$ cat config.mk
export PLATFORM = sky130hd
export DESIGN_NAME = data_addr_unit
export DESIGN_NICKNAME = d
export VERILOG_FILES = /design/src/hdl/data_mem_pkg.sv /design/src/hdl/data_addr_unit.sv /design/src/hdl/data_bank_ram.sv
export VERILOG_INCLUDE_DIRS = /design/src /design/src/hdl
export SDC_FILE = /design/constraint.sdc
export NUM_CORES = 2
export LEC_CHECK = 0
export ABC_CLOCK_PERIOD_IN_PS = 4400
export BUFFER_PORTS_ARGS = -buffer_cell sky130_fd_sc_hd__buf_2
export CAP_MARGIN = 30
export CELL_PAD_IN_SITES_DETAIL_PLACEMENT = 1
export CELL_PAD_IN_SITES_GLOBAL_PLACEMENT = 2
export CORE_MARGIN = 4
export CORE_UTILIZATION = 35
export DETAILED_ROUTE_END_ITERATION = 10
export HOLD_SLACK_MARGIN = 0.15
export MAX_ROUTING_LAYER = met4
export PLACE_DENSITY = 0.58
export RECOVER_POWER = 50
export SYNTH_ARGS = -nofsm -noshare
export SYNTH_HDL_FRONTEND = slang
export SYNTH_SLANG_ARGS = --single-unit
$ cat constraint.sdc
create_clock -name clk -period 4.4 [get_ports clk]
set_input_delay 0.22 -clock clk [delete_from_list [all_inputs] [get_ports clk]]
set_output_delay 0.22 -clock clk [all_outputs]
set_load 0.01 [all_outputs]
$ cat src/hdl/data_mem_defs.svh
// Constants for data memory address formation and bank decoding.
// Assumes inclusion by the address unit only.
`ifndef DATA_MEM_DEFS_SVH
`define DATA_MEM_DEFS_SVH

// ==========================================================================
// Address map
`define ACCESS_SPLIT 8'h80
`define ACCESS_LO_BANK 4'h0
`define ACCESS_HI_BANK 4'hF
`define GPR_BANK 4'h0
`define SFR_BASE 12'hF80
`define BANK_PTR_ADDR 12'hFE0
`define PC_LOW_ADDR 12'hFF9

// ==========================================================================
// Reset values
`define BANK_PTR_RST 4'h0

// ==========================================================================
// Register port offsets and fields
`define REG_BANK_PTR 4'h0
`define REG_LAST_LO 4'h1
`define REG_LAST_HI 4'h2
`define LAST_HI_UNIMPL 4

`endif

$ cat src/hdl/data_mem_pkg.sv
// Types shared by the address unit, the decode model and the bench.
// Assumes nothing of its surroundings.
package data_mem_pkg;
    // ======================================================================
    // Quadrature phase of an instruction cycle
    typedef enum logic [1:0] {PH_Q1, PH_Q2, PH_Q3, PH_Q4} q_phase_t;
    // ======================================================================
    // Instruction classes seen by this block
    typedef enum logic [1:0] {OP_NONE, OP_FILE, OP_FULL_MOVE, OP_LOAD_BANK} op_kind_t;
    // ======================================================================
    // Region decoded from a full data address
    typedef enum logic [1:0] {RG_GPR, RG_SFR, RG_BANK_PTR, RG_NONE} region_t;
endpackage : data_mem_pkg

$ cat src/hdl/data_addr_unit.sv
// Data memory address formation, bank decoding and bank pointer.
// Assumes the decode logic on the same clock presents instructions in Q1
// and the ALU result in Q4; special registers other than the bank pointer live outside this block.
`timescale 1ns/10ps
`default_nettype none
`include "data_mem_defs.svh"
module data_addr_unit (
    input wire logic clk,
    input wire logic reset,
    input wire logic instr_valid,
    input wire data_mem_pkg::op_kind_t op_kind,
    input wire logic access_sel,
    input wire logic [7:0] offset,
    input wire logic [11:0] full_src,
    input wire logic [11:0] full_dst,
    input wire logic [7:0] literal,
    input wire logic dest_write,
    input wire logic [7:0] alu_result,
    input wire logic extended_set_enable,
    input wire logic [11:0] ext_map_addr,
    input wire logic [7:0] sfr_rd_data,
    output data_mem_pkg::q_phase_t phase,
    output logic [11:0] data_addr,
    output logic [7:0] operand_data,
    output logic status_update,
    output logic sfr_rd,
    output logic sfr_wr,
    output logic [7:0] sfr_wdata,
    output logic pc_low_write,
    input wire logic [3:0] reg_addr,
    input wire logic [7:0] reg_wdata,
    input wire logic reg_wr,
    input wire logic reg_rd,
    output logic [7:0] reg_rdata
);
    // ======================================================================
    // Helpers
    function automatic logic [11:0] map_addr(input logic a, input logic [7:0] ofs,
                                             input logic [3:0] bank, input logic ext,
                                             input logic [11:0] ext_addr);
        if (a) begin
            map_addr = {bank, ofs};
        end else if (ext) begin
            map_addr = ext_addr;
        end else if (ofs < `ACCESS_SPLIT) begin
            map_addr = {`ACCESS_LO_BANK, ofs};
        end else begin
            map_addr = {`ACCESS_HI_BANK, ofs};
        end
    endfunction : map_addr

    function automatic data_mem_pkg::region_t region_of(input logic [11:0] addr);
        if (addr[11:8] == `GPR_BANK) begin
            region_of = data_mem_pkg::RG_GPR;
        end else if (addr == `BANK_PTR_ADDR) begin
            region_of = data_mem_pkg::RG_BANK_PTR;
        end else if (addr >= `SFR_BASE) begin
            region_of = data_mem_pkg::RG_SFR;
        end else begin
            region_of = data_mem_pkg::RG_NONE;
        end
    endfunction : region_of

    // ======================================================================
    // State
    data_mem_pkg::q_phase_t phase_ff, nxt_phase;
    data_mem_pkg::op_kind_t kind_ff, nxt_kind;
    logic [11:0] src_ff, nxt_src;
    logic [11:0] dst_ff, nxt_dst;
    logic [3:0] lit_ff, nxt_lit;
    logic wr_ff, nxt_wr;
    logic [3:0] bank_ptr_ff, nxt_bank_ptr;
    logic [7:0] sfr_cap_ff, nxt_sfr_cap;
    logic [7:0] operand_ff, nxt_operand;
    logic [7:0] reg_rdata_ff, nxt_reg_rdata;
    logic [11:0] last_addr_ff, nxt_last_addr;
    logic last_unimpl_ff, nxt_last_unimpl;
    logic [7:0] ram_rd_data;
    logic [7:0] wdata;
    logic [7:0] read_mux;
    data_mem_pkg::region_t src_rg, dst_rg;
    logic dst_active;

    assign src_rg = region_of(src_ff);
    assign dst_rg = region_of(dst_ff);
    assign dst_active = (phase_ff == data_mem_pkg::PH_Q4) && wr_ff;
    assign wdata = (kind_ff == data_mem_pkg::OP_FULL_MOVE) ? operand_ff : alu_result;

    // ======================================================================
    // Phase sequencer and instruction capture
    always_comb begin
        nxt_phase = phase_ff;
        unique case (phase_ff)
            data_mem_pkg::PH_Q1: nxt_phase = data_mem_pkg::PH_Q2;
            data_mem_pkg::PH_Q2: nxt_phase = data_mem_pkg::PH_Q3;
            data_mem_pkg::PH_Q3: nxt_phase = data_mem_pkg::PH_Q4;
            data_mem_pkg::PH_Q4: nxt_phase = data_mem_pkg::PH_Q1;
        endcase
        nxt_kind = kind_ff;
        nxt_src = src_ff;
        nxt_dst = dst_ff;
        nxt_lit = lit_ff;
        nxt_wr = wr_ff;
        if (phase_ff == data_mem_pkg::PH_Q1) begin
            nxt_kind = instr_valid ? op_kind : data_mem_pkg::OP_NONE;
            nxt_lit = literal[3:0];
            nxt_wr = 1'b0;
            if (instr_valid && op_kind == data_mem_pkg::OP_FULL_MOVE) begin
                nxt_src = full_src;
                nxt_dst = full_dst;
                nxt_wr = 1'b1;
            end else if (instr_valid && op_kind == data_mem_pkg::OP_FILE) begin
                nxt_src = map_addr(access_sel, offset, bank_ptr_ff,
                                   extended_set_enable, ext_map_addr);
                nxt_dst = nxt_src;
                nxt_wr = dest_write;
            end
        end
    end

    always_ff @(posedge clk) begin
        if (reset) begin
            phase_ff <= data_mem_pkg::PH_Q1;
            kind_ff <= data_mem_pkg::OP_NONE;
            src_ff <= 12'h000;
            dst_ff <= 12'h000;
            lit_ff <= 4'h0;
            wr_ff <= 1'b0;
        end else begin
            phase_ff <= nxt_phase;
            kind_ff <= nxt_kind;
            src_ff <= nxt_src;
            dst_ff <= nxt_dst;
            lit_ff <= nxt_lit;
            wr_ff <= nxt_wr;
        end
    end

    // ======================================================================
    // Implemented bank
    // only bank 0 stored, others dropped
    data_bank_ram u_bank0 (
        .clk(clk),
        .rd_en(phase_ff == data_mem_pkg::PH_Q2 && src_rg == data_mem_pkg::RG_GPR),
        .rd_addr(src_ff[7:0]),
        .wr_en(dst_active && dst_rg == data_mem_pkg::RG_GPR),
        .wr_addr(dst_ff[7:0]),
        .wr_data(wdata),
        .rd_data_ff(ram_rd_data)
    );

    // ======================================================================
    // Operand read and bank pointer
    always_comb begin
        unique case (src_rg)
            data_mem_pkg::RG_GPR: read_mux = ram_rd_data;
            data_mem_pkg::RG_SFR: read_mux = sfr_cap_ff;
            data_mem_pkg::RG_BANK_PTR: read_mux = {4'h0, bank_ptr_ff};
            data_mem_pkg::RG_NONE: read_mux = 8'h00;
        endcase
        nxt_sfr_cap = sfr_cap_ff;
        nxt_operand = operand_ff;
        nxt_last_addr = last_addr_ff;
        nxt_last_unimpl = last_unimpl_ff;
        if (phase_ff == data_mem_pkg::PH_Q2) begin
            nxt_sfr_cap = sfr_rd_data;
        end
        if (phase_ff == data_mem_pkg::PH_Q3 && kind_ff != data_mem_pkg::OP_NONE) begin
            nxt_operand = read_mux;
            nxt_last_addr = src_ff;
            nxt_last_unimpl = (src_rg == data_mem_pkg::RG_NONE);
        end
        nxt_bank_ptr = bank_ptr_ff;
        if (reg_wr && reg_addr == `REG_BANK_PTR) begin
            nxt_bank_ptr = reg_wdata[3:0];
        end
        if (phase_ff == data_mem_pkg::PH_Q4 && kind_ff == data_mem_pkg::OP_LOAD_BANK) begin
            nxt_bank_ptr = lit_ff;
        end else if (dst_active && dst_rg == data_mem_pkg::RG_BANK_PTR) begin
            nxt_bank_ptr = wdata[3:0];
        end
        nxt_reg_rdata = 8'h00;
        if (reg_rd) begin
            unique case (reg_addr)
                `REG_BANK_PTR: nxt_reg_rdata = {4'h0, bank_ptr_ff};
                `REG_LAST_LO: nxt_reg_rdata = last_addr_ff[7:0];
                `REG_LAST_HI: nxt_reg_rdata = {3'b000, last_unimpl_ff, last_addr_ff[11:8]};
                default: nxt_reg_rdata = 8'h00;
            endcase
        end
    end

    always_ff @(posedge clk) begin
        if (reset) begin
            bank_ptr_ff <= `BANK_PTR_RST;
            sfr_cap_ff <= 8'h00;
            operand_ff <= 8'h00;
            reg_rdata_ff <= 8'h00;
            last_addr_ff <= 12'h000;
            last_unimpl_ff <= 1'b0;
        end else begin
            bank_ptr_ff <= nxt_bank_ptr;
            sfr_cap_ff <= nxt_sfr_cap;
            operand_ff <= nxt_operand;
            reg_rdata_ff <= nxt_reg_rdata;
            last_addr_ff <= nxt_last_addr;
            last_unimpl_ff <= nxt_last_unimpl;
        end
    end

    // ======================================================================
    // Outputs
    assign phase = phase_ff;
    assign data_addr = (phase_ff == data_mem_pkg::PH_Q4) ? dst_ff : src_ff;
    assign operand_data = operand_ff;
    assign reg_rdata = reg_rdata_ff;
    assign sfr_wdata = wdata;
    assign sfr_rd = (phase_ff == data_mem_pkg::PH_Q2) && (kind_ff != data_mem_pkg::OP_NONE)
                    && (src_rg == data_mem_pkg::RG_SFR);
    assign sfr_wr = dst_active && (dst_rg == data_mem_pkg::RG_SFR);
    assign pc_low_write = sfr_wr && (dst_ff == `PC_LOW_ADDR);
    // flags every file op, one cycle
    assign status_update = (phase_ff == data_mem_pkg::PH_Q4) && (kind_ff == data_mem_pkg::OP_FILE);
endmodule : data_addr_unit
`default_nettype wire

$ cat src/hdl/data_bank_ram.sv
// The one implemented bank of general purpose storage, 256 bytes.
// Assumes one clock; read data come out of a register one cycle later.
`timescale 1ns/10ps
`default_nettype none
module data_bank_ram (
    input wire logic clk,
    input wire logic rd_en,
    input wire logic [7:0] rd_addr,
    input wire logic wr_en,
    input wire logic [7:0] wr_addr,
    input wire logic [7:0] wr_data,
    output logic [7:0] rd_data_ff
);
    logic [7:0] mem [0:255];
    logic [7:0] nxt_rd_data;

    // ======================================================================
    // Read path
    always_comb begin
        nxt_rd_data = rd_en ? mem[rd_addr] : rd_data_ff;
    end

    always_ff @(posedge clk) begin
        rd_data_ff <= nxt_rd_data;
        if (wr_en) begin
            mem[wr_addr] <= wr_data;
        end
    end
endmodule : data_bank_ram
`default_nettype wire

# After elaboration in Yosys (flattened, before gate mapping)
# Memories as Yosys holds them, arrays and structs flattened. A register that Yosys moved wholly into a read port is not among the register bits.
# Index checks and enable logic that the tools add are counted.
dict set report op_classes {
  bitwise_logic 1
  eq_ne 18
  n_addsub 0
  n_lt_le_gt_ge 3
  div_mod_pow 0
  reduce_logical 25
  shifts 0
  muxes 25
  n_mul 0
}
# op count
set op_table {}
lappend op_table {{two-way mux 12 bit} 7}
lappend op_table {{equality test 12 bit, second input constant} 3}
lappend op_table {{case mux 8 bit (4 select lines)} 1}
lappend op_table {{>= comparator 12 bit, second input constant} 2}
lappend op_table {{case mux 8 bit (3 select lines)} 1}
lappend op_table {{equality test 2 bit, second input constant} 8}
lappend op_table {{logical AND 1 bit} 14}
lappend op_table {{two-way mux 2 bit} 7}
lappend op_table {{zero test 4 bit} 3}
lappend op_table {{two-way mux 4 bit} 3}
lappend op_table {{equality test 2 x 1 -> 1 bit, second input constant} 5}
lappend op_table {{< comparator 8 bit, second input constant} 1}
lappend op_table {{two-way mux 8 bit} 1}
lappend op_table {{case mux 2 bit (4 select lines)} 1}
lappend op_table {{zero test 2 bit} 3}
lappend op_table {{equality test 4 x 1 -> 1 bit, second input constant} 1}
lappend op_table {{equality test 4 x 2 -> 1 bit, second input constant} 1}
lappend op_table {{two-way mux 1 bit} 4}
lappend op_table {{nonzero test 2 bit} 2}
lappend op_table {{nonzero test 3 bit} 1}
lappend op_table {{AND reduction 2 bit} 1}
lappend op_table {{OR reduction 2 bit} 1}
lappend op_table {{inverter 1 bit} 1}
dict set report totals {
  word_cells 85
  ram_bits 2048
  in_bits 90
  n_memories 1
  regBits 74
  latch_bits 0
  romBits 0
  out_inout_bits 42
}
# name words word_bits rd rd_ports_with_merged_regs wr line_no
set memory_table {}
lappend memory_table {u_bank0.mem 256 8 1 1 1 data_bank_ram.sv:14} ;# logic [7:0] mem [0:255];

# Depth between registers and ports, before layout
dict set report logic_depth {
  ltp_word 8
  mapped_depth 12
  ltp_nobuf 8
}

# By module
# From an unflattened synthesis, not the netlist that was laid out.
dict set report unflattened {
  hier_cells 4160
  hier_area_um2 83164.8
}
# module seq_area_each_um2 area_per_inst_um2 instances cells_per_inst
set by_module_without_submodules {}
lappend by_module_without_submodules {data_bank_ram 61739.2 79636.4 1 3733}
lappend by_module_without_submodules {data_addr_unit 1481.4 3528.4 1 427}

# Worst setup path before layout
# OpenSTA, ideal clock, no wires.
dict set report synth_path {
  path_type {register to register}
  start {reg kind_ff[0]}
  end {reg bank_ptr_ff[0]}
  n_path_buf 1
  setup_slack_ns 1.109
  arrival_time_ns 3.226
  setup_ns 0.065
  required_ns 4.335
  stages_incl_launch_ff 8
  period_less_slack_ns 3.291
  path_cell_list {dfxtp_1 -> nand2b_1 -> clkbuf_1 -> mux2_2 -> mux2i_1 -> o21ai_0 -> mux2i_1 -> nor2_1}
}
dict set report synth_via {
  elab_chain_len 4
  elab_cells_between_ends 7
  cone_classes {eq/ne: 2; mux: 3; reduce/logical: 2}
}
# element line_no
set synth_lines {}
lappend synth_lines {{start, declared} data_addr_unit.sv:67} ;# data_mem_pkg::op_kind_t kind_ff, nxt_kind;
lappend synth_lines {{start signal, assigned} data_addr_unit.sv:124} ;# kind_ff <= data_mem_pkg::OP_NONE;
lappend synth_lines {{start signal, assigned} data_addr_unit.sv:131} ;# kind_ff <= nxt_kind;
lappend synth_lines {{equality test 2 bit} data_addr_unit.sv:87} ;# assign wdata = (kind_ff == data_mem_pkg::OP_FULL_MOVE) ? operand_ff : alu_result;
lappend synth_lines {{two-way mux 8 bit} data_addr_unit.sv:87}
lappend synth_lines {{named net sfr_wdata[0]} data_addr_unit.sv:28} ;# output logic [7:0] sfr_wdata,
lappend synth_lines {{two-way mux 4 bit} data_addr_unit.sv:179} ;# end else if (dst_active && dst_rg == data_mem_pkg::RG_BANK_PTR) begin
lappend synth_lines {{two-way mux 4 bit} data_addr_unit.sv:177} ;# if (phase_ff == data_mem_pkg::PH_Q4 && kind_ff == data_mem_pkg::OP_LOAD_BANK) begin
lappend synth_lines {{end signal, assigned} data_addr_unit.sv:195} ;# bank_ptr_ff <= `BANK_PTR_RST;
lappend synth_lines {{end signal, assigned} data_addr_unit.sv:202} ;# bank_ptr_ff <= nxt_bank_ptr;
lappend synth_lines {{end, declared} data_addr_unit.sv:72} ;# logic [3:0] bank_ptr_ff, nxt_bank_ptr;
# The timed path passes the listed nets, and every way through them passes these cells.
# A chain may end at the register's enable or synchronous reset.

# Worst setup path after layout
dict set report layout_path {
  start {reg src_ff[1]}
  end {reg u_bank0.rd_data_ff[7], read port of u_bank0.mem, data pin}
}
dict set report layout_via {
  elab_chain_len 6
  elab_cells_between_ends 7
  cone_classes {order compare: 1; eq/ne: 1; mux: 3; reduce/logical: 2}
}
# element line_no
set layout_lines {}
lappend layout_lines {{start, declared} data_addr_unit.sv:68} ;# logic [11:0] src_ff, nxt_src;
lappend layout_lines {{start signal, assigned} data_addr_unit.sv:132} ;# src_ff <= nxt_src;
lappend layout_lines {{>= comparator 12 bit (no line)} --}
lappend layout_lines {{two-way mux 2 bit} data_addr_unit.sv:57} ;# end else if (addr >= `SFR_BASE) begin
lappend layout_lines {{two-way mux 2 bit} data_addr_unit.sv:55} ;# end else if (addr == `BANK_PTR_ADDR) begin
lappend layout_lines {{two-way mux 2 bit} data_addr_unit.sv:53} ;# if (addr[11:8] == `GPR_BANK) begin
lappend layout_lines {{zero test 2 bit} data_addr_unit.sv:144} ;# .rd_en(phase_ff == data_mem_pkg::PH_Q2 && src_rg == data_mem_pkg::RG_GPR),
lappend layout_lines {{logical AND 1 bit} data_addr_unit.sv:144}
lappend layout_lines {{end, declared} data_bank_ram.sv:12} ;# output logic [7:0] rd_data_ff
# Parallel ways exist; a longest one is shown, timed or not.

==> flow_metrics.env <==
export IMPL_antenna_left=0
export IMPL_start_kind="flip-flop"
export IMPL_worst_pin_slew_ns=2.493
export IMPL_cp_data_required_time_ns=4.99
export IMPL_netlist_area_sq_um=83420
export IMPL_async_flop_share=0
export IMPL_cts_sinks=2130
export IMPL_fin_worst_skew_ns=0.06921
export IMPL_post_route_cells_drive_above_1_share=0.2341
export IMPL_wirelength_mm=270.5
export IMPL_layout_common_cells="edfxtp_1, mux4_2, nor2_1"
export IMPL_endpoint_kind="flip-flop"
export IMPL_min_period_ns=4.065
export IMPL_synthDistinctLibCells=74
export IMPL_cts_root_buf="clkbuf_16"
export IMPL_cts_resized=0
export IMPL_fin_crit_sh=0.9238
export IMPL_grt_setup_unrepaired="false"
export IMPL_gp_congestion=0.8163
export IMPL_grt_pass1_wl_mm=375.3
export IMPL_dieWidth_microns=496.2
export IMPL_nFillCells=22500
export IMPL_drt_initial_drc_count=4405
export IMPL_holdWs_ns=0.2327
export IMPL_grt_overflow_total=0
export IMPL_syn_to_final_growth_pct=17.17
export IMPL_rows=178
export IMPL_finalHoldViolCount=0
export IMPL_syn_inst=4253
export IMPL_ios=132
export IMPL_remaining_drc_errors=0
export IMPL_post_cts_buffers=0
export IMPL_antenna_found_initial=17
export IMPL_cap_viol_max_count=14
export IMPL_met3_length_mm=16.22
export IMPL_syn_nets=4347
export IMPL_syn_area_per_cell_sq_um=19.62
export IMPL_ys_flop_type="edfxtp_1"
export IMPL_slew_headroom=-0.6621
export IMPL_ir_drop_mv=0.4503
export IMPL_cts_htree_levels=4
export IMPL_crit_type="flip-flop to flip-flop"
export IMPL_cp_max_fo=77
export IMPL_grt_max_degree=135
export IMPL_hp_class="input pin to flip-flop"
export IMPL_routedWlPerCell_microns=33.22
export IMPL_yosysSeqAreaShare=0.7578
export IMPL_die_area_sq_um=246200
export IMPL_layoutNonFillerInstCount=8142
export IMPL_clock_fmax_ghz=0.2460
export IMPL_p_per_area_nw_per_um2=489.8
export IMPL_place_ws_ns=0.4345
export IMPL_leakagePower_uw=0.03013
export IMPL_setup_viol=0
export IMPL_outcome="finished, violations left"
export IMPL_final_common_cell="edfxtp_1"
export IMPL_grt_pass1_vias=46260
export IMPL_postCtsHoldBufs=126
export IMPL_slew_viol_final=846
export IMPL_numCtsBuffers=224
export IMPL_dp_cells=7589
export IMPL_synth_edff_count=2056
export IMPL_grt_usage=0.2240
export IMPL_via_per_inst=5.535
export IMPL_yosysWarnings=0
export IMPL_critPathArrivalTime_ns=4.66
export IMPL_nets=4889
export IMPL_violations="capacitance limit, slew limit"
export IMPL_clk_latency_ns=0.89
export IMPL_initial_utilization=0.3530
export IMPL_wl_met1_mm=118.5
export IMPL_ys_ff_latch=2130
export IMPL_core_sq_um=236300
export IMPL_top_layer="met4"
export IMPL_portBuffers=123
export IMPL_setup_ws_ns=0.3352
export IMPL_hpwl_mm=171.5
export IMPL_clockBufferDepth=3
export IMPL_fin_setup_tns_ns=0
export IMPL_clk_pin_slew_ns=0.06
export IMPL_via_count=45060
export IMPL_met2_length_mm=128.2
export IMPL_fp_dieH_microns=496.2
export IMPL_cts_tree="done"
export IMPL_firstDrtPassIters=6
synthesized netlist by cell type, drive strengths merged (11+ instances only):
| cell | number | area share |
|---|---|---|
| clkbuf | 128 | 0.0058 |
| mux2i | 230 | 0.028 |
| mux2 | 16 | 0.0022 |
| a2111oi | 11 | 0.0013 |
| a31oi | 19 | 0.0014 |
| and2 | 18 | 0.0013 |
| buf | 140 | 0.013 |
| a22oi | 81 | 0.0073 |
| o22ai | 18 | 0.0013 |
| o21ai | 46 | 0.0028 |
| nor3 | 36 | 0.0022 |
| mux4 | 441 | 0.12 |
| nor2b | 21 | 0.0016 |
| a21oi | 127 | 0.0076 |
| o221ai | 18 | 0.0019 |
| nor2 | 367 | 0.017 |
| edfxtp | 2056 | 0.74 |
| a211oi | 28 | 0.0025 |
| nand3 | 39 | 0.0023 |
| nand2 | 156 | 0.0070 |
| dfxtp | 74 | 0.018 |
| nor4 | 12 | 0.00097 |
| a221oi | 44 | 0.0046 |
| nand4 | 12 | 0.00090 |
cell families (layout without fill, tap and decap cells):
family / after synthesis / in the layout / synth area share
adder cells (fa/ha/maj): 4 / 4 / 0.0005999
AO/OA/AOI/OAI: 465 / 465 / 0.03834
flip-flops: 2130 / 2130 / 0.7578
buffers and inverters: 277 / 1009 / 0.01899
AND/OR/NAND/NOR: 689 / 689 / 0.03529
other: 0 / 7 / 0
XOR/XNOR: 1 / 1 / 0.0001050
multiplexers: 687 / 687 / 0.1489
power breakdown:
part | total [uW] | switching, uW | internal (uW)
Clock | 18600 | 8090 | 10600
Combinational | 6310 | 4140 | 2170
Sequential | 22900 | 223 | 22700
worst max-delay path, stage by stage (launching register included):
cell	delay [ns]
dfxtp_4	0.62
buf_12	0.41
buf_4	0.40
mux4_2	0.39
a2111oi_0	0.93
a221o_1	0.30
a21oi_1	0.15
a2111o_1	0.43
metrics by stage:
stage / instance area (sq um) / utilization / power, uW
2_1_floorplan: 83420 / - / 26540
3_3_place_gp: 89600 / 0.3792 / 29500
3_5_place_dp: 89740 / 0.3798 / 29590
4_1_cts: 98220 / 0.4156 / 48390
5_1_grt: 97740 / 0.4136 / 49420
6_report: 97750 / 0.4137 / 47880
routing by layer:
metal	up-vias	global-route usage
met3	352	0.02979
li1	18600	-
met4	0	0.05915
met1	24630	0.3109
met5	-	-
met2	1482	0.3509
flip-flops by register name, summed over array words and instances (netlist names), 2 cells and up:
register            count
operand_data            8
bank_ptr_ff             4
reg_rdata               8
lit_ff                  4
u_bank0.mem          2048
phase                   2
u_bank0.rd_data_ff      8
kind_ff                 2
dst_ff                 12
last_addr_ff           12
src_ff                 12
sfr_cap_ff              8
cell type report:
class / count / area, sq um / share of cell area
clock inverters: 131 / 1324 / 0.01354
multi-input cells: 1846 / 18810 / 0.1925
flip-flops and latches: 2130 / 63240 / 0.6470
clock buffers: 285 / 5894 / 0.06030
repair buffers: 584 / 4477 / 0.04580
inverters: 9 / 40.04 / 0.0004096
diodes: 7 / 17.52 / 0.0001792
well taps: 3150 / 3941 / 0.04032
path summary, 6_finish.rpt:
check / startpoint / end / slack (ns) / cells after the start
worst min-delay path: op_kind[1] / kind_ff[1] / 0.23 / 4
worst max-delay path: src_ff[1] / u_bank0.rd_data_ff[7] / 0.34 / 7
worst max register to register: src_ff[1] / u_bank0.rd_data_ff[7] / 0.34 / 7
worst min register to register: last_addr_ff[5] / last_addr_ff[5] / 0.46 / 2
(Power assumes the default switching activity.)
